[config.mk]
export PLATFORM = sky130hd
export DESIGN_NAME = timer_buffered_compare_pwm
export DESIGN_NICKNAME = d
export VERILOG_FILES = /design/src/verilog/timer_counter.sv /design/src/verilog/timer_buffered_compare_pwm.sv
export SDC_FILE = /design/constraint.sdc
export NUM_CORES = 1
export LEC_CHECK = 0
export ABC_AREA = 1
export BUFFER_PORTS_ARGS = -buffer_cell sky130_fd_sc_hd__buf_2
export CORE_MARGIN = 5
export CORE_UTILIZATION = 40
export DETAILED_ROUTE_END_ITERATION = 10
export REMOVE_ABC_BUFFERS = 1
export SLEW_MARGIN = 25
export SYNTH_ARGS = -nofsm -noshare
export SYNTH_HDL_FRONTEND = slang
export SYNTH_SLANG_ARGS = --single-unit
[constraint.sdc]
create_clock -name clk_sys -period 3.1 [get_ports clk_sys]
set_input_delay 0.465 -clock clk_sys [delete_from_list [all_inputs] [get_ports clk_sys]]
set_output_delay 0.465 -clock clk_sys [all_outputs]
set_load 0.05 [all_outputs]
[src/verilog/timer_counter.sv]
/*
 * Shared package for the buffered compare PWM timer, and the prescaled
 * 16-bit modulo counter that gives the timing reference for every channel.
 * Assumes one 20 MHz system clock, a synchronous active-low reset and a
 * clock enable that freezes all state while low.
 */
`default_nettype none

package timer_pwm_pkg;
   // ------------------------------------------------------------------
   // Widths and timing
   // ------------------------------------------------------------------
   localparam int CNT_W = 16;
   localparam int ADDR_W = 4;
   localparam int DATA_W = 16;
   localparam int PSC_W = 6;
   localparam int CHAN_N = 4;
   localparam int CLK_PERIOD_NS = 50;
   localparam logic [2:0] PS_EXTERNAL = 3'h7;
   localparam logic [CNT_W-1:0] MODULO_RST = 16'hFFFF;
   localparam logic [CNT_W-1:0] COUNT_RST = 16'h0000;

   // ------------------------------------------------------------------
   // Register offsets (word index on the plain register port)
   // ------------------------------------------------------------------
   localparam logic [ADDR_W-1:0] OFS_TIMER_STATUS = 4'h0;
   localparam logic [ADDR_W-1:0] OFS_COUNT = 4'h1;
   localparam logic [ADDR_W-1:0] OFS_MODULO = 4'h2;
   localparam logic [ADDR_W-1:0] OFS_CHAN_CTL0 = 4'h3;
   localparam logic [ADDR_W-1:0] OFS_CHAN_CMP0 = 4'h7;

   // Timer status and control field positions
   localparam int TSC_OVF_BIT = 7;
   localparam int TSC_STOP_BIT = 5;
   localparam int TSC_RESET_BIT = 4;
   localparam int TSC_PS_LSB = 0;
   // Channel status and control field positions
   localparam int CTL_MODEB_BIT = 5;
   localparam int CTL_MODEA_BIT = 4;
   localparam int CTL_ELSB_BIT = 3;
   localparam int CTL_ELSA_BIT = 2;
   localparam int CTL_TOV_BIT = 1;
   localparam int CTL_MAX_BIT = 0;
   localparam logic [5:0] CTL_RST = 6'h00;

   // ------------------------------------------------------------------
   // Types
   // ------------------------------------------------------------------
   typedef enum logic [2:0] {
      MODE_OFF = 3'h1,
      MODE_UNBUF = 3'h2,
      MODE_BUF = 3'h4
   } chanMode_e;

   typedef enum logic [3:0] {
      ACT_NONE = 4'h1,
      ACT_TOGGLE = 4'h2,
      ACT_CLEAR = 4'h4,
      ACT_SET = 4'h8
   } cmpAction_e;

   typedef struct packed {
      logic modeB;
      logic modeA;
      logic elsB;
      logic elsA;
      logic tov;
      logic maxDuty;
   } chanCtl_s;

   typedef struct packed {
      logic [ADDR_W-1:0] addr;
      logic [DATA_W-1:0] wdata;
      logic wr;
      logic rd;
   } regReq_s;

   typedef struct packed {
      logic [PSC_W-1:0] psc;
      logic [CNT_W-1:0] count;
   } cntState_s;

   // Next count of the modulo up-counter
   function automatic logic [CNT_W-1:0] nextCount(input logic [CNT_W-1:0] cnt,
                                                 input logic [CNT_W-1:0] modv);
      nextCount = (cnt == modv) ? COUNT_RST : CNT_W'(cnt + 16'h0001);
   endfunction
endpackage

`timescale 1ns/1ps

module timer_counter (
   // Clock and reset
   input wire logic clk_sys,
   input wire logic rst_n,
   input wire logic clkEn,
   // Control
   input wire logic counterStop,
   input wire logic counterReset,
   input wire logic [2:0] prescale,
   input wire logic [timer_pwm_pkg::CNT_W-1:0] moduloValue,
   // Status
   output logic [timer_pwm_pkg::CNT_W-1:0] count,
   output logic tick,
   output logic overflow
);
   import timer_pwm_pkg::*;

   cntState_s stateQ, stateD;
   logic [PSC_W-1:0] mask;

   // --------------------------------------------------------------
   // Prescaler tap: a divide by 2^n ticks when the low n bits are ones
   // --------------------------------------------------------------
   always_comb begin
      mask = PSC_W'((7'h01 << prescale) - 7'h01);
      if (prescale == PS_EXTERNAL) begin
         tick = 1'b0; // No external clock pin in this block
      end else begin
         tick = clkEn && !counterStop && ((stateQ.psc & mask) == mask);
      end
      overflow = tick && (stateQ.count == moduloValue); // [RQ18]
      count = stateQ.count;
   end

   // Next state
   always_comb begin
      stateD = stateQ;
      if (counterReset) begin
         stateD.psc = '0; // [RQ19]
         stateD.count = COUNT_RST; // [RQ19]
      end else if (!counterStop) begin
         stateD.psc = PSC_W'(stateQ.psc + 6'h01);
         if (tick) begin
            stateD.count = nextCount(stateQ.count, moduloValue); // [RQ18]
         end
      end
   end

   // State register; the stop input simply withholds the update [RQ20]
   always_ff @(posedge clk_sys) begin
      if (!rst_n) begin
         stateQ <= '0;
      end else if (clkEn) begin
         stateQ <= stateD;
      end
   end
endmodule

`default_nettype wire

[src/verilog/timer_buffered_compare_pwm.sv]
/*
 * Output compare and PWM logic of a four-channel 16-bit timer with
 * pairwise buffered compare registers, plus its plain register port.
 * Assumes a register master on the same clock: one-cycle strobes, read
 * data returned in the cycle after the read strobe.
 */
// Strobed register access and the placing of the registers were decided locally.
// Functional notes
// RQ1: Pair-zero link: channel zero pin, value zero first
// RQ2: Other set written takes over at overflow
// RQ3: Linked: channel-one control ignored, pin released
// RQ4: Pair two links likewise on channel two pin
// RQ5: Software writes only the inactive set
// RQ6: Toggle on overflow sets the PWM period
// RQ7: Compare match drives configured action level
// RQ8: Modulo 255, divide one: 256-cycle period
// RQ9: Compare 128 of 256 gives half duty
// RQ10: Eight-bit period and width in 256 steps
// RQ11: Software times unbuffered width changes safely
// RQ12: Software avoids toggle-on-compare in PWM
// RQ13: Software initialises PWM in fixed order
// RQ14: Decode mode and edge/level bit pairs
// RQ15: Link mode bit overrides the other mode bit
// RQ16: No overflow toggle gives steady zero duty
// RQ17: Max-duty with toggle gives full duty
// RQ18: Overflow at modulo sets flag, count restarts
// RQ19: Counter reset clears count and prescaler, self-clears
// RQ20: Stop holds counter; reset leaves it stopped
// RQ21: Active-set selector changes only at overflow
`default_nettype none
`timescale 1ns/1ps

module timer_buffered_compare_pwm (
   // Clock and reset
   input wire logic clk_sys,
   input wire logic rst_n,
   input wire logic clkEn,
   // Register port
   input wire timer_pwm_pkg::regReq_s regReq,
   output logic [timer_pwm_pkg::DATA_W-1:0] regRdata,
   // Channel pins
   output logic [timer_pwm_pkg::CHAN_N-1:0] chanPinOut,
   output logic [timer_pwm_pkg::CHAN_N-1:0] chanPinOe,
   // Status
   output logic overflowFlag
);
   import timer_pwm_pkg::*;

   // --------------------------------------------------------------
   // State
   // --------------------------------------------------------------
   typedef struct packed {
      logic stop;
      logic [2:0] prescale;
      logic ovf;
      logic [CNT_W-1:0] modulo;
      chanCtl_s [CHAN_N-1:0] ctl;
      logic [CHAN_N-1:0][CNT_W-1:0] cmp;
      logic [CHAN_N-1:0] pin;
      logic [1:0] sel;
      logic [1:0] lastWr;
      logic [DATA_W-1:0] rdata;
   } pwmState_s;

   pwmState_s stateQ, stateD;

   // --------------------------------------------------------------
   // Decode helpers
   // --------------------------------------------------------------
   // Mode pair: link bit wins over the other mode bit
   function automatic chanMode_e decodeMode(input chanCtl_s c, input logic linkable);
      if (c.modeB && linkable) begin
         decodeMode = MODE_BUF; // [RQ14] [RQ15]
      end else if (c.modeA || c.modeB) begin
         decodeMode = MODE_UNBUF; // [RQ14]
      end else begin
         decodeMode = MODE_OFF;
      end
   endfunction

   // Edge/level pair: 0:1 toggle, 1:0 clear, 1:1 set
   function automatic cmpAction_e decodeAction(input chanCtl_s c);
      case ({c.elsB, c.elsA})
         2'b01: decodeAction = ACT_TOGGLE;
         2'b10: decodeAction = ACT_CLEAR; // [RQ14]
         2'b11: decodeAction = ACT_SET; // [RQ14]
         default: decodeAction = ACT_NONE;
      endcase
   endfunction

   // Register offset of a channel control or compare word
   function automatic logic isChanReg(input logic [ADDR_W-1:0] a,
                                      input logic [ADDR_W-1:0] base, input int ch);
      isChanReg = (a == ADDR_W'(base + ADDR_W'(ch)));
   endfunction

   // --------------------------------------------------------------
   // Counter
   // --------------------------------------------------------------
   logic [CNT_W-1:0] count;
   logic tick;
   logic overflow;
   logic counterReset;
   logic [CNT_W-1:0] countNext;

   // The reset control is a write strobe only, so it never reads back [RQ19]
   assign counterReset = regReq.wr && (regReq.addr == OFS_TIMER_STATUS)
                         && regReq.wdata[TSC_RESET_BIT];

   timer_counter counter_i (
      .clk_sys(clk_sys),
      .rst_n(rst_n),
      .clkEn(clkEn),
      .counterStop(stateQ.stop),
      .counterReset(counterReset),
      .prescale(stateQ.prescale),
      .moduloValue(stateQ.modulo),
      .count(count),
      .tick(tick),
      .overflow(overflow)
   );

   // Compares look at the count the tick is about to load, so a value of
   // N ends the pulse after exactly N timer clocks from overflow [RQ7] [RQ9]
   assign countNext = nextCount(count, stateQ.modulo);

   // --------------------------------------------------------------
   // Per-channel decode
   // --------------------------------------------------------------
   logic [1:0] linked;
   chanMode_e [CHAN_N-1:0] mode;
   cmpAction_e [CHAN_N-1:0] action;
   logic [CHAN_N-1:0] active;
   logic [CHAN_N-1:0][CNT_W-1:0] effCmp;
   logic [CHAN_N-1:0] match;

   always_comb begin
      linked[0] = stateQ.ctl[0].modeB; // [RQ1]
      linked[1] = stateQ.ctl[2].modeB; // [RQ4]
      for (int c = 0; c < CHAN_N; c++) begin
         mode[c] = decodeMode(stateQ.ctl[c], (c % 2) == 0);
         action[c] = decodeAction(stateQ.ctl[c]);
         // Odd channel of a linked pair is idle and gives up its pin [RQ3] [RQ4]
         active[c] = (mode[c] != MODE_OFF) && (action[c] != ACT_NONE)
                     && !((c % 2 == 1) && linked[c/2]);
         // Linked even channel reads the set chosen by the selector [RQ1] [RQ2]
         if ((c % 2 == 0) && linked[c/2] && stateQ.sel[c/2]) begin
            effCmp[c] = stateQ.cmp[c+1];
         end else begin
            effCmp[c] = stateQ.cmp[c];
         end
         match[c] = tick && (countNext == effCmp[c]);
      end
   end

   // --------------------------------------------------------------
   // Next state: register writes, selectors, pins, flag
   // --------------------------------------------------------------
   always_comb begin
      stateD = stateQ;
      // Timer status and control
      if (regReq.wr && regReq.addr == OFS_TIMER_STATUS) begin
         stateD.stop = regReq.wdata[TSC_STOP_BIT]; // [RQ20]
         stateD.prescale = regReq.wdata[TSC_PS_LSB +: 3];
         if (!regReq.wdata[TSC_OVF_BIT]) begin
            stateD.ovf = 1'b0;
         end
      end
      if (regReq.wr && regReq.addr == OFS_MODULO) begin
         stateD.modulo = regReq.wdata[CNT_W-1:0];
      end
      // Overflow after the clear so a same-cycle event is kept [RQ18]
      if (overflow) begin
         stateD.ovf = 1'b1;
      end

      // Active-set selector moves only at overflow while linked, and is held at zero while unlinked [RQ2] [RQ21]
      for (int p = 0; p < 2; p++) begin
         if (!linked[p]) begin
            stateD.sel[p] = 1'b0; // Even set first on linking [RQ1] [RQ4]
            stateD.lastWr[p] = 1'b0;
         end else if (overflow) begin
            stateD.sel[p] = stateQ.lastWr[p]; // [RQ21]
         end
      end

      for (int c = 0; c < CHAN_N; c++) begin
         if (regReq.wr && isChanReg(regReq.addr, OFS_CHAN_CTL0, c)) begin
            stateD.ctl[c] = chanCtl_s'(regReq.wdata[5:0]);
         end
         if (regReq.wr && isChanReg(regReq.addr, OFS_CHAN_CMP0, c)) begin
            stateD.cmp[c] = regReq.wdata[CNT_W-1:0];
            // Remember which set of the pair software wrote last [RQ2]
            if (linked[c/2]) begin
               stateD.lastWr[c/2] = (c % 2 == 1);
            end
         end

         // Pin action: an overflow toggle wins over the compare level in the same cycle
         if (active[c]) begin
            if (overflow && stateQ.ctl[c].tov) begin
               if (stateQ.ctl[c].maxDuty) begin
                  stateD.pin[c] = 1'b1; // [RQ17]
               end else begin
                  stateD.pin[c] = !stateQ.pin[c]; // [RQ6] [RQ8] [RQ10]
               end
            end else if (match[c] && !(stateQ.ctl[c].tov && stateQ.ctl[c].maxDuty)) begin
               // Without overflow toggles this re-forces the held level [RQ16]
               case (action[c])
                  ACT_TOGGLE: stateD.pin[c] = !stateQ.pin[c];
                  ACT_CLEAR: stateD.pin[c] = 1'b0; // [RQ7]
                  ACT_SET: stateD.pin[c] = 1'b1; // [RQ7]
                  default: stateD.pin[c] = stateQ.pin[c];
               endcase
            end
         end
      end

      // Read data for the cycle after the strobe
      stateD.rdata = '0;
      if (regReq.rd) begin
         if (regReq.addr == OFS_TIMER_STATUS) begin
            stateD.rdata[TSC_OVF_BIT] = stateQ.ovf;
            stateD.rdata[TSC_STOP_BIT] = stateQ.stop;
            stateD.rdata[TSC_PS_LSB +: 3] = stateQ.prescale;
         end else if (regReq.addr == OFS_COUNT) begin
            stateD.rdata = count;
         end else if (regReq.addr == OFS_MODULO) begin
            stateD.rdata = stateQ.modulo;
         end else if (regReq.addr >= OFS_CHAN_CTL0 && regReq.addr < OFS_CHAN_CMP0) begin
            stateD.rdata[5:0] = stateQ.ctl[2'(regReq.addr - OFS_CHAN_CTL0)];
         end else if (regReq.addr >= OFS_CHAN_CMP0
                      && regReq.addr < ADDR_W'(OFS_CHAN_CMP0 + 4'h4)) begin
            stateD.rdata = stateQ.cmp[2'(regReq.addr - OFS_CHAN_CMP0)];
         end
      end
   end

   // --------------------------------------------------------------
   // State register
   // --------------------------------------------------------------
   // Reset leaves the counter stopped and the modulo at full range [RQ20]
   always_ff @(posedge clk_sys) begin
      if (!rst_n) begin
         stateQ.stop <= 1'b1;
         stateQ.prescale <= 3'h0;
         stateQ.ovf <= 1'b0;
         stateQ.modulo <= MODULO_RST;
         stateQ.ctl <= {CHAN_N{CTL_RST}};
         stateQ.cmp <= '0;
         stateQ.pin <= '0;
         stateQ.sel <= 2'h0;
         stateQ.lastWr <= 2'h0;
         stateQ.rdata <= '0;
      end else if (clkEn) begin
         stateQ <= stateD;
      end
   end

   // Outputs; released pins keep their driver off so the port can take them
   always_comb begin
      regRdata = stateQ.rdata;
      overflowFlag = stateQ.ovf;
      chanPinOut = stateQ.pin;
      chanPinOe = active;
   end
endmodule

`default_nettype wire

# Word-level counts from Yosys, hierarchy flattened
# Index checks and enable logic that the tools add are counted.
# classes
n_bitwise,1
n_shift,1
n_eq_ne,53
reduce_logical,85
mux,66
n_addsub,5
order_cmp,6
# op_table
op,n
two-way mux 16 bit,9
equality test 16 bit,5
case mux 4 bit (3 select lines),4
two-way mux 22 bit,2
logical AND 1 bit,40
two-way mux 1 bit,33
binary-select mux 16 bit (select 2 bit),1
"equality test 4 x 3 -> 1 bit, second input constant",8
"equality test 4 bit, second input constant",7
AND reduction 2 bit,13
"equality test 4 x 2 -> 1 bit, second input constant",6
"adder 16 x 1 -> 16 bit, second input constant",1
"equality test 2 bit, second input constant",8
"inequality test 4 x 1 -> 1 bit, second input constant",4
AND reduction 4 bit,4
nonzero test 4 bit,4
binary-select mux 6 bit (select 2 bit),1
two-way mux 6 bit,2
"inequality test 3 x 1 -> 1 bit, second input constant",4
case mux 1 bit (3 select lines),4
nonzero test 2 bit,6
zero test 1 bit,11
two-way mux 10 bit,1
two-way mux 2 bit,5
20 further kinds,34
# word_totals
word_cells,259
ff_bits,155

# Logic depth before layout (Yosys ltp)
# Gate-level depths: netlist of the first run.
# depth
word_depth,10
ltp_mapped,20

# Modules after synthesis
# From an unflattened synthesis of the first run, not the netlist that was laid out.
# unflattened
cells_unflattened,1642
area_unflattened_um2,10070.9
# modules_own_cells
mod,cells_per_inst,area_per_inst_um2,instances
timer_buffered_compare_pwm,1333,8270.4,1
timer_counter,309,1800.5,1

# Worst setup path before layout of the first run
# OpenSTA, ideal clock, no wires.
# synth_path
path_type,input to register
startpoint,input regReq[18] (netlist name)
endpoint,"register stateQ, in the netlist regRdata[4]"
path_buffers,4
arrival_time_ns,2.571
slack_ns,0.397
cell_stages,13
setup_ns,0.132
cell_sequence,buf_2 -> clkinv_1 -> clkbuf_1 -> ha_1 -> clkbuf_1 -> clkinv_1 -> clkbuf_1 -> a21oi_1 -> o21ai_0 -> a32oi_1 -> o211ai_1 -> o211ai_1 -> a21oi_1
# synth_via
elab_chain_cells,9
# synth_rtl
item,line_no,text
from (decl),timer_buffered_compare_pwm.sv:39,"input wire timer_pwm_pkg::regReq_s regReq,"
subtractor 2 bit,"timer_buffered_compare_pwm.sv:231, timer_buffered_compare_pwm.sv:234",
binary-select mux 16 bit (select 2 bit),timer_buffered_compare_pwm.sv:234,stateD.rdata = stateQ.cmp[2'(regReq.addr - OFS_CHAN_CMP0)];
two-way mux 16 bit (not written as such),timer_buffered_compare_pwm.sv:234,
two-way mux 16 bit,timer_buffered_compare_pwm.sv:232,end else if (regReq.addr >= OFS_CHAN_CMP0
two-way mux 6 bit,timer_buffered_compare_pwm.sv:230,end else if (regReq.addr >= OFS_CHAN_CTL0 && regReq.addr < OFS_CHAN_CMP0) begin
two-way mux 16 bit,timer_buffered_compare_pwm.sv:228,end else if (regReq.addr == OFS_MODULO) begin
two-way mux 16 bit,timer_buffered_compare_pwm.sv:226,end else if (regReq.addr == OFS_COUNT) begin
two-way mux 2 bit *,timer_buffered_compare_pwm.sv:222,if (regReq.addr == OFS_TIMER_STATUS) begin
two-way mux 16 bit *,timer_buffered_compare_pwm.sv:221,if (regReq.rd) begin
to (signal assigned),timer_buffered_compare_pwm.sv:256,stateQ <= stateD;
to (decl),timer_buffered_compare_pwm.sv:65,"pwmState_s stateQ, stateD;"
# Every way passes the cells marked *; elsewhere a longest branch is shown, timed or not. The select of a mux whose other input is x is not followed.
# A chain may end at the register's enable or synchronous reset.

# Worst setup path in the final report of the first run
# layout_path
startpoint,"register counter_i.stateQ, in the netlist counter_i.count[2]"
endpoint,"register stateQ, in the netlist chanPinOut[1]"
# layout_via
elab_chain_cells,7
# layout_rtl
item,line_no,text
from (decl),timer_counter.sv:109,"cntState_s stateQ, stateD;"
from (signal assigned),timer_counter.sv:145,stateQ <= stateD;
adder 16 x 1 -> 16 bit / equality test 16 bit (equally long branches),"timer_counter.sv:86, timer_counter.sv:122",
two-way mux 16 bit,timer_counter.sv:86,nextCount = (cnt == modv) ? COUNT_RST : CNT_W'(cnt + 16'h0001);
equality test 16 bit,timer_buffered_compare_pwm.sv:152,match[c] = tick && (countNext == effCmp[c]);
logical AND 1 bit,timer_buffered_compare_pwm.sv:152,
logical AND 1 bit,timer_buffered_compare_pwm.sv:207,end else if (match[c] && !(stateQ.ctl[c].tov && stateQ.ctl[c].maxDuty)) begin
nonzero test 2 bit (no source line),--,
AND reduction 4 bit (no source line),--,
# Several ways; a longest one is shown, not always the timed one.

==> run summary, run 1 <==
Status -> complete, no violations
Initial core utilization -> 40.8%
Crit path DAT -> 3.07 ns
Top cell type's share of synthesized area -> 33.5%
Critical Path Stages -> 15
CP Launch Type -> flip-flop
Setup repair bufs after CTS -> 0
Total wire length -> 32200 µm
Antenna violations before repair -> 0
Final setup fails -> 0
Synth unique cells -> 38
Predominant post-synthesis flop cell -> dfxtp_1
Via count -> 9893
Die Wd -> 162 µm
Detailed placement HPWL -> 23300 µm
Core area -> 22700 µm²
I/O pin total -> 50
Syn_area_per_cell -> 6.23 µm²
Pwr per Cell Area -> 471 nW/µm²
Kind of end point of the critical path -> flip-flop
Placed cells -> 1766
GRT overflow -> 0
DRC violations left -> 0
Max incr delay on CP -> 0.53 ns
DRT Pass-1 Iters -> 6
Hold Path Class -> primary input to flip-flop
Flop2flop setup slack -> 0.36 ns
Layout area overhead -> 12.2%
Worst-Skew Late Latency -> 0.44 ns
CP startpoint -> counter_i.count[2]
Clock tree buffer depth -> 2
Final Util -> 45.8%
Fill count -> 2383
Mapped Cells -> 1488
# diodes -> 0
WP buf/inv -> 0
Cell taking the most area after synthesis -> dfxtp_1
F_max -> 365 MHz
CTS H-tree depth -> 4
Clock sink total -> 155
Initial DRC Count -> 1165
Layout cells sized above 1 -> 9.13%
FP Rows -> 55
Total CTS buffers -> 17
Top cells by area, synth -> dfxtp_1 33%, nand2_1 14%, o21ai_0 11%, a21oi_1 8.7%, nor2_1 6.8%
Most numerous cell in the Yosys netlist -> nand2_1
Vias in the first global route -> 8894
IO buf count -> 49
Post-route ant nets -> 0
Max-Cap Viols -> 0
CTS tree -> yes
#FFs+latches synth -> 155
Global Route Usage Sum -> 24.2%
Hold_buf cts -> 0
Ys async rst share -> 0%
Drt wl/cell -> 17.9 µm
Final Hold Viols -> 0
Top Family by Delay on Critical Path -> simple AND/OR/NAND/NOR gates
Period utilization -> 88.3%
Nets -> 1531
Peak VDD IR -> 0.351 mV
Vias per cell -> 5.51
Final std cells w/o fill -> 1797
Post-Syn Area -> 9260 µm²
Cells along the critical path -> nand2_1 -> nor2_1 -> nand3_1 -> xor2_1 -> nand2_1 -> nand2_1 -> nand2_1 -> nor2_1 -> nand2_1 -> nor2_1 -> nand3_1 -> nand2_1 -> nand3_1 -> nand2_1 -> nor2_1
Most frequent CP cell -> nand2_1
WP data required -> 3.43 ns
Yosys warnings -> 0
First-pass GRT wire length -> 49700 µm
Final Max Tran Viols -> 0
Final GP Congestion -> 0.959
CP max-delay cell -> xor2_1
Reg clk slew, reported paths -> 0.07 ns
Worst-case reg-to-reg path depth -> 15
Leading cell types by count after synthesis -> 334 x nand2_1, 196 x o21ai_0, 168 x nor2_1, 161 x a21oi_1
Worst Setup EP -> chanPinOut[1]
Critical Setup Path Class -> flip-flop to flip-flop
Critical Path Fanout Max -> 7
Final clock skew -> 0.00806 ns
Worst-Margin Slew -> 0.938 ns
Clk root buf -> clkbuf_16
Slew margin rel. -> 37.4%
Number of flops mapped to enable cells by yosys -> 0
Final min period -> 2.74 ns
Die Ht -> 162 µm
Register area share after synthesis -> 33.5%
RR Startpoint -> counter_i.count[2]
RSZ-0062 raised after global routing -> no
Static Leak -> 4.58 nW
Largest net degree at the start of global routing -> 63
FF-to-FF End -> chanPinOut[1]
Die area -> 26300 µm²
-- registers in the layout (all words and copies together), names as in the netlist --
name and flops:
chanPinOut 4, counter_i.count 16, counter_i.stateQ 6, effCmp 32, linked 2, overflowFlag 1, regRdata 16, stateQ 78
-- power by group --
group | leakage (nW) | internal (mW) | switching, mW
combinational | 3.00 | 0.120 | 0.292
sequential | 1.25 | 2.02 | 0.0188
clock | 0.324 | 1.55 | 0.890
-- stage by stage --
stage	hold WS (ns)	power, mW	TNS [ns]	instance area (µm²)	setup slack [ns]
5_1_grt	0.356	5.04	0	10400	0.0831
6_report	0.330	4.89	0	10400	0.363
4_1_cts	0.323	4.91	0	10400	0.349
2_1_floorplan	0.444	2.30	-0.486	8810	-0.127
3_3_place_gp	0.453	2.48	0	9720	0.402
3_5_place_dp	0.455	2.48	0	9720	0.371
-- final cells by class --
cell class / count / area, µm² / share of cell area, %
inverter: 172 / 646 / 6.21
multi-input combinational: 1069 / 5080 / 48.8
sequential: 155 / 3100 / 29.9
timing repair buffer: 85 / 541 / 5.20
clock buffer: 21 / 460 / 4.43
clock inverter: 10 / 210 / 2.02
tap: 285 / 357 / 3.43
-- layer usage --
layer  vias up  global-route usage, %  part of all wire (%)
met3        57                   4.85                   9.3
met1      4496                   35.0                    46
met4         0                   8.04                   2.7
li1       4892                      -                     -
met5         -                      0                     0
met2       448                   36.1                    42
-- worst reg2reg max path, cell delays in order, from the launching register on --
cell	delay [ns]
dfxtp_1	0.50
nand2_1	0.10
nor2_1	0.21
nand3_1	0.14
xor2_1	0.53
nand2_1	0.22
nand2_1	0.10
nand2_1	0.06
nor2_1	0.10
nand2_1	0.05
nor2_1	0.11
nand3_1	0.19
nand2_1	0.13
nand3_1	0.07
nand2_1	0.07
nor2_1	0.04
-- layout by cell type, fill, tap and decap left out, drive strengths merged, types with 2 or more instances in the layout --
cell type,synthesis,routed
o21ai,199,199
xor2,10,10
dfxtp,155,155
inv,166,168
nor3,12,12
nor4,2,2
o22ai,7,7
a211oi,2,2
nand3,80,80
nand3b,15,15
ha,6,6
bufinv,0,6
o221ai,5,5
nand2,337,337
a21oi,161,161
and2,2,2
a32oi,3,3
a22oi,3,3
clkinv,6,7
clkbuf,59,21
buf,33,85
nand4,9,9
o211ai,38,38
nor2,172,172
-- timing repair --
action	4_1_cts	5_1_grt
resized for setup	0	1
endpoints found under the hold margin	0	0
endpoints found under the setup margin	0	1
-- logic make-up after synthesis --
logic type / count (synthesis) / synth area share, %
AOI/OAI and AO/OA: 419 / 24.2
xor gates and xnor gates: 11 / 1.24
adders and majority gates: 6 / 0.810
buffers and inverters: 264 / 11.8
DFF: 155 / 33.5
muxes: 2 / 0.230
and+or+nand+nor: 631 / 28.2
-- worst min path at each step --
stage	start	endpoint	slack, ns	depth (start not counted)
after floorplan	stateQ[24]	stateQ[24]	0.44	2
after global placement	regRdata[12]	regRdata[12]	0.45	2
after detailed placement	regRdata[15]	regRdata[15]	0.46	2
after CTS	regReq[16]	stateQ[126]	0.32	3
after global routing	regReq[16]	stateQ[126]	0.36	3
final	regReq[16]	stateQ[126]	0.33	3
(Power assumes the default switching activity.)
==> run 2, diff against run 1 <==
--- a/config.mk
+++ b/config.mk
@@ -5,7 +5,6 @@
 export SDC_FILE = /design/constraint.sdc
 export NUM_CORES = 1
 export LEC_CHECK = 0
-export ABC_AREA = 1
 export BUFFER_PORTS_ARGS = -buffer_cell sky130_fd_sc_hd__buf_2
 export CORE_MARGIN = 5
 export CORE_UTILIZATION = 40
==> run 2 against run 1 <==
- worst setup slack got worse by 0.23 ns
- sequential share of layout area decreased by 1.6 points
- routed wire length increased by 3.9%
- worst hold slack improved by 0.0023 ns
- first-iteration DRC count decreased by 35%
- critical endpoint unchanged
==> run summary, run 2 <==
Final WS setup -> 0.134 ns
Commonest non-fill, non-tap cell in the layout -> nand2_1
Hold path depth -> 3
Post-route ant nets -> 0
Cell taking the most area after synthesis -> dfxtp_1
Largest register FFs -> 78
Max-Cap Viols -> 0
CTS H-tree depth -> 4
RSZ-0062 raised after global routing -> yes
Final min period -> 2.97 ns
Clock sink total -> 155
Antenna violations before repair -> 0
Register with the most flip-flops -> stateQ
Die Ht -> 165 µm
Vias in the first global route -> 8569
Final clock skew -> 0.0144 ns
Top Family by Delay on Critical Path -> simple AND/OR/NAND/NOR gates
Register area share after synthesis -> 32.2%
CP Launch Type -> flip-flop
Sum Neg Setup Slack -> 0 ns
Pint -> 3.49 mW
Global Route Usage Sum -> 24.7%
Period utilization -> 95.7%
Largest net degree at the start of global routing -> 61
Max incr delay on CP -> 0.58 ns
DRT Pass-1 Iters -> 6
Place WS -> -0.0238 ns
Vias per cell -> 5.88
Reg clk slew, reported paths -> 0.06 ns
RR Startpoint -> counter_i.count[1]
DRC violations left -> 0
Nets -> 1235
Yosys warnings -> 0
Initial DRC Count -> 756
# diodes -> 0
WP buf/inv -> 1
Layout cells sized above 1 -> 16.8%
Core area -> 23600 µm²
Flop2flop setup slack -> 0.13 ns
Slew margin rel. -> 41.9%
Placed instance area -> 10300 µm²
FF-to-FF End -> chanPinOut[1]
Mapped Cells -> 1173
Detailed placement HPWL -> 24700 µm
Predominant post-synthesis flop cell -> dfxtp_1
CTS tree -> yes
Kind of end point of the critical path -> flip-flop
Hold Path Class -> primary input to flip-flop
Setup repair bufs after CTS -> 0
Ys async rst share -> 0%
Sw frac -> 24.7%
Synth unique cells -> 77
First-pass GRT wire length -> 51400 µm
I/O pin total -> 50
Initial core utilization -> 40.8%
Number of flops mapped to enable cells by yosys -> 0
Die Wd -> 165 µm
GRT overflow -> 0
Most frequent cells in the layout -> 195 x nand2_1, 155 x dfxtp_1, 103 x a21boi_0
Worst-Skew Late Latency -> 0.45 ns
IO buf count -> 49
Post-Syn Area -> 9630 µm²
FP Rows -> 56
Most numerous cell in the Yosys netlist -> nand2_1
Sequential share of power -> 43.6%
Top cell type's share of synthesized area -> 32.2%
Critical Path Fanout Max -> 6
Pwr per Cell Area -> 422 nW/µm²
Leading cell types by count after synthesis -> 195 x nand2_1, 155 x dfxtp_1, 103 x a21boi_0, 102 x nand3_1, 66 x clkbuf_1
Clock network fraction of design power -> 49.5%
Final Hold Viols -> 0
Die area -> 27300 µm²
Via count -> 9029
Clock tree buffer depth -> 2
Peak VDD IR -> 0.333 mV
Worst-Margin Slew -> 0.870 ns
Sw power -> 1.15 mW
#FFs+latches synth -> 155
WP data required -> 3.43 ns
Syn_area_per_cell -> 8.21 µm²
Top cells by area, synth -> dfxtp_1 32%, a21boi_0 8.0%, nand2_1 7.6%, nand3_1 5.3%, mux4_2 5.1%
CP max-delay cell -> xor2_1
Hold Path Sink -> stateQ[126]
Fill count -> 2392
Critical Setup Path Class -> flip-flop to flip-flop
Drt wl/cell -> 21.8 µm
Final setup fails -> 0
Cells along the critical path -> buf_4 -> ha_1 -> xor2_1 -> nand2_1 -> or4_1 -> a2111oi_2 -> a31oi_1 -> mux2i_1
Total wire length -> 33400 µm
Worst-case reg-to-reg path depth -> 8
Final GP Congestion -> 0.984
Layout area overhead -> 14.2%
Static Leak -> 4.05 nW
Crit path DAT -> 3.30 ns
Total CTS buffers -> 17
Final Max Tran Viols -> 0
F_max -> 337 MHz
Hold_sp -> regReq[16]
Post-route cell area -> 11000 µm²
Comb pwr share -> 7.0%
Status -> complete, no violations
Clk root buf -> clkbuf_16
[run 2: cell types whose count changed after synthesis, sizes merged, moves of 39 or more]
cell,previous run,this run
a21boi,0,103
a21oi,161,21
inv,166,17
mux2i,1,40
nand2,337,195
nor2,172,46
o21ai,199,40
[run 2: routing by layer]
layer,share of wire [%],track usage [%],routed length (µm),vias up
met5,0,0,0,-
met2,44,37.8,14800,316
li1,-,-,-,4264
met4,2.1,7.07,708,0
met3,6.7,4.59,2250,49
met1,47,35.5,15700,4400
[run 2: what timing repair did]
item,4_1_cts,5_1_grt
setup endpoints to repair,0,4
resized for setup,0,8
hold buffers,0,0
[run 2: worst max path at each step]
stage,start,end,cells after the start,slack [ns]
finish,counter_i.count[1],chanPinOut[1],8,0.13
global route,counter_i.count[1],chanPinOut[0],10,-0.003
CTS,counter_i.count[1],chanPinOut[3],9,0.06
detailed placement,clkEn,chanPinOut[3],9,-0.02
global placement,clkEn,chanPinOut[3],9,0.03
floorplan,regReq[1],stateQ[17],5,-0.21
[run 2: cell families (layout without fill, tap and decap cells)]
kind of cell | count (synthesis) | in the layout | synth area share (%)
AOI/OAI and AO/OA | 276 | 276 | 20.9
xor gates and xnor gates | 60 | 60 | 5.60
buffers and inverters | 129 | 173 | 6.31
muxes | 67 | 67 | 9.89
DFF | 155 | 155 | 32.2
adders and majority gates | 6 | 6 | 0.780
and+or+nand+nor | 480 | 480 | 24.3
[run 2: final cells by class]
type                    instances  area [µm²]  area share [%]
inverters                      17        63.8           0.580
repair buffers                124         836            7.60
multi-input cells             889        5960            54.2
well taps                     319         399            3.63
clock buffers                  19         443            4.03
flip-flops and latches        155        3100            28.2
clock inverters                13         193            1.75
[run 2: power groups by stage]
stage | logic [mW] | registers (mW) | clock network (mW)
after floorplan | 0.141 | 2.07 | 0
after global placement | 0.317 | 2.07 | 0
after detailed placement | 0.318 | 2.07 | 0
after CTS | 0.319 | 2.02 | 2.32
after global routing | 0.344 | 2.02 | 2.41
final | 0.323 | 2.02 | 2.30
[run 2: worst register-to-register path, delay by kind of cell (launching register included)]
kind,cells,cell delay [ns]
simple gates,2,0.76
flops,1,0.34
buf+inv,1,0.16
mux,1,0.15
compound gates,2,0.58
fa+ha+maj,1,0.30
xor+xnor,1,0.58
[run 2: metrics by stage]
stage | utilization (%) | hold WS (ns) | total power, mW | std cells
global route | 46.6 | 0.343 | 4.77 | 1536
floorplan | - | 0.432 | 2.21 | 1061
global placement | 43.8 | 0.445 | 2.38 | 1504
CTS | 46.5 | 0.322 | 4.66 | 1536
finish | 46.6 | 0.332 | 4.64 | 1536
detailed placement | 43.8 | 0.446 | 2.38 | 1504
==> run 3, diff against run 2 <==
--- a/config.mk
+++ b/config.mk
@@ -6,7 +6,7 @@
 export NUM_CORES = 1
 export LEC_CHECK = 0
 export BUFFER_PORTS_ARGS = -buffer_cell sky130_fd_sc_hd__buf_2
-export CORE_MARGIN = 5
+export CORE_MARGIN = 4
 export CORE_UTILIZATION = 40
 export DETAILED_ROUTE_END_ITERATION = 10
 export REMOVE_ABC_BUFFERS = 1
==> run 3 against run 2 <==
- sequential share of layout area increased by 0.29 points
- critical path depth up 2
- via count about the same
- combinational power decreased by 1%
- sequential cell count did not move
- clock power fell by 7%
- worst hold slack better by 0.0069 ns
- largest cell class unchanged
==> run summary, run 3 (synthesized netlist as in run 2, its figures left out) <==
Final std cells w/o fill -> 1529
Vias per cell -> 5.90
Static Leak -> 4.00 nW
Placed cells -> 1497
Nets -> 1228
Setup repair bufs after CTS -> 0
Clock sink total -> 155
I/O pin total -> 50
Max-Cap Viols -> 0
Kind of end point of the critical path -> flip-flop
CP startpoint -> counter_i.count[1]
# diodes -> 0
CP max-delay cell -> a2111oi_2
Final Max Tran Viols -> 0
Final Hold Viols -> 0
WP data required -> 3.41 ns
Via count -> 9024
Layout area overhead -> 13.0%
Fill count -> 2352
Flop2flop setup slack -> 0.12 ns
Critical Setup Path Class -> flip-flop to flip-flop
Final clock skew -> 0.0146 ns
Post-route ant nets -> 0
Hold path depth -> 3
Reg clk slew, reported paths -> 0.07 ns
Commonest non-fill, non-tap cell in the layout -> nand2_1
Register with the most flip-flops -> stateQ
CP Launch Type -> flip-flop
DRT Pass-1 Iters -> 5
Core area -> 23600 µm²
Hold_sp -> regReq[16]
CTS H-tree depth -> 4
Slew margin rel. -> 39.4%
CTS tree -> yes
Vias in the first global route -> 8422
Period utilization -> 96.0%
Critical Path Fanout Max -> 5
Die area -> 26600 µm²
FF-to-FF End -> chanPinOut[3]
Die Ht -> 163 µm
RR Startpoint -> counter_i.count[1]
Layout cells sized above 1 -> 16.1%
Most frequent CP cell -> buf_4
Total wire length -> 32700 µm
RSZ-0062 raised after global routing -> no
Largest net degree at the start of global routing -> 94
Initial DRC Count -> 964
Largest register FFs -> 78
Detailed placement HPWL -> 23900 µm
Cells along the critical path -> ha_1 -> buf_4 -> and3_1 -> xnor2_1 -> buf_4 -> a2111oi_2 -> nand3_1 -> a2111oi_0 -> a41oi_1 -> mux2i_1
Hold Path Class -> primary input to flip-flop
Global Route Usage Sum -> 24.7%
First-pass GRT wire length -> 50900 µm
Max incr delay on CP -> 0.45 ns
Die Wd -> 163 µm
Peak VDD IR -> 0.359 mV
Final Util -> 46.1%
Final setup fails -> 0
FP Rows -> 56
F_max -> 336 MHz
Final min period -> 2.98 ns
Status -> complete, no violations
Total CTS buffers -> 17
DRC violations left -> 0
Clock tree buffer depth -> 2
Hold_buf cts -> 0
Initial core utilization -> 40.8%
Worst-Margin Slew -> 0.910 ns
Final GP Congestion -> 0.961
Crit path DAT -> 3.29 ns
Worst-case reg-to-reg path depth -> 10
IO buf count -> 49
GRT overflow -> 0
Clk root buf -> clkbuf_16
Worst-Skew Late Latency -> 0.44 ns
Drt wl/cell -> 21.4 µm
Antenna violations before repair -> 0
Pwr per Cell Area -> 411 nW/µm²
Most frequent cells in the layout -> 195 x nand2_1, 155 x dfxtp_1, 103 x a21boi_0
Hold Path Sink -> stateQ[126]
run 3: cell count changes in the layout (fill, tap and decap cells not counted), moves of 2 or more:
cell / before / now
buf_4: 74 / 67
bufinv_16: 4 / 2
clkinv_2: 1 / 3
clkinv_4: 5 / 3
inv_6: 1 / 3
inv_8: 0 / 2
nor2_1: 42 / 44
nor2_2: 3 / 1
run 3: layer usage:
layer  vias up  routed length [µm]  part of all wire (%)  track usage (%)
li1       4252                   -                     -                -
met1      4361               15000                    46             36.2
met2       367               14300                    44             36.9
met3        44                2590                   7.9             4.92
met4         0                 763                   2.3             7.21
met5         -                   0                     0                0
run 3: critical path: cells and delay by family (launching register included):
family | cells | cell delay, ns
AO/OA/AOI/OAI | 3 | 1.16
XOR/XNOR | 1 | 0.14
adder cells (fa/ha/maj) | 1 | 0.22
buffers and inverters | 2 | 0.33
flip-flops | 1 | 0.40
multiplexers | 1 | 0.17
AND/OR/NAND/NOR | 2 | 0.44
run 3: area by class of cell:
| cell class | instances | area (µm²) | share of cell area, % |
|---|---|---|---|
| clock buffers | 17 | 425 | 3.91 |
| clock inverters | 15 | 165 | 1.52 |
| inverters | 17 | 63.8 | 0.586 |
| multi-input cells | 889 | 5950 | 54.6 |
| flip-flops and latches | 155 | 3100 | 28.5 |
| well taps | 319 | 399 | 3.67 |
| repair buffers | 117 | 783 | 7.20 |
run 3: worst max path at each step:
stage	slack, ns	end
final	0.12	chanPinOut[3]
after global routing	0.007	chanPinOut[3]
after CTS	0.13	chanPinOut[3]
after detailed placement	-0.11	chanPinOut[3]
after global placement	-0.004	chanPinOut[3]
after floorplan	-0.21	stateQ[17]
run 3: where the power goes:
| part | leakage (nW) | internal [mW] | switching (mW) |
|---|---|---|---|
| sequential | 1.25 | 2.01 | 0.0157 |
| clock | 0.288 | 1.20 | 0.928 |
| combinational | 2.47 | 0.109 | 0.209 |
run 3: per-stage QoR:
stage / setup WS (ns) / hold WS, ns / power, mW / area (µm²) / setup TNS [ns]
final: 0.123 / 0.339 / 4.47 / 10900 / 0
after global routing: 0.00741 / 0.343 / 4.62 / 10900 / 0
after CTS: 0.127 / 0.318 / 4.50 / 10900 / 0
after detailed placement: -0.106 / 0.454 / 2.38 / 10300 / -0.106
after global placement: -0.00376 / 0.443 / 2.38 / 10300 / -0.00376
after floorplan: -0.208 / 0.432 / 2.21 / 9090 / -9.81
run 3: timing repair:
action | 4_1_cts | 5_1_grt
endpoints found under the hold margin | 0 | 0
endpoints found under the setup margin | 1 | 2
gates resized for setup | 2 | 1
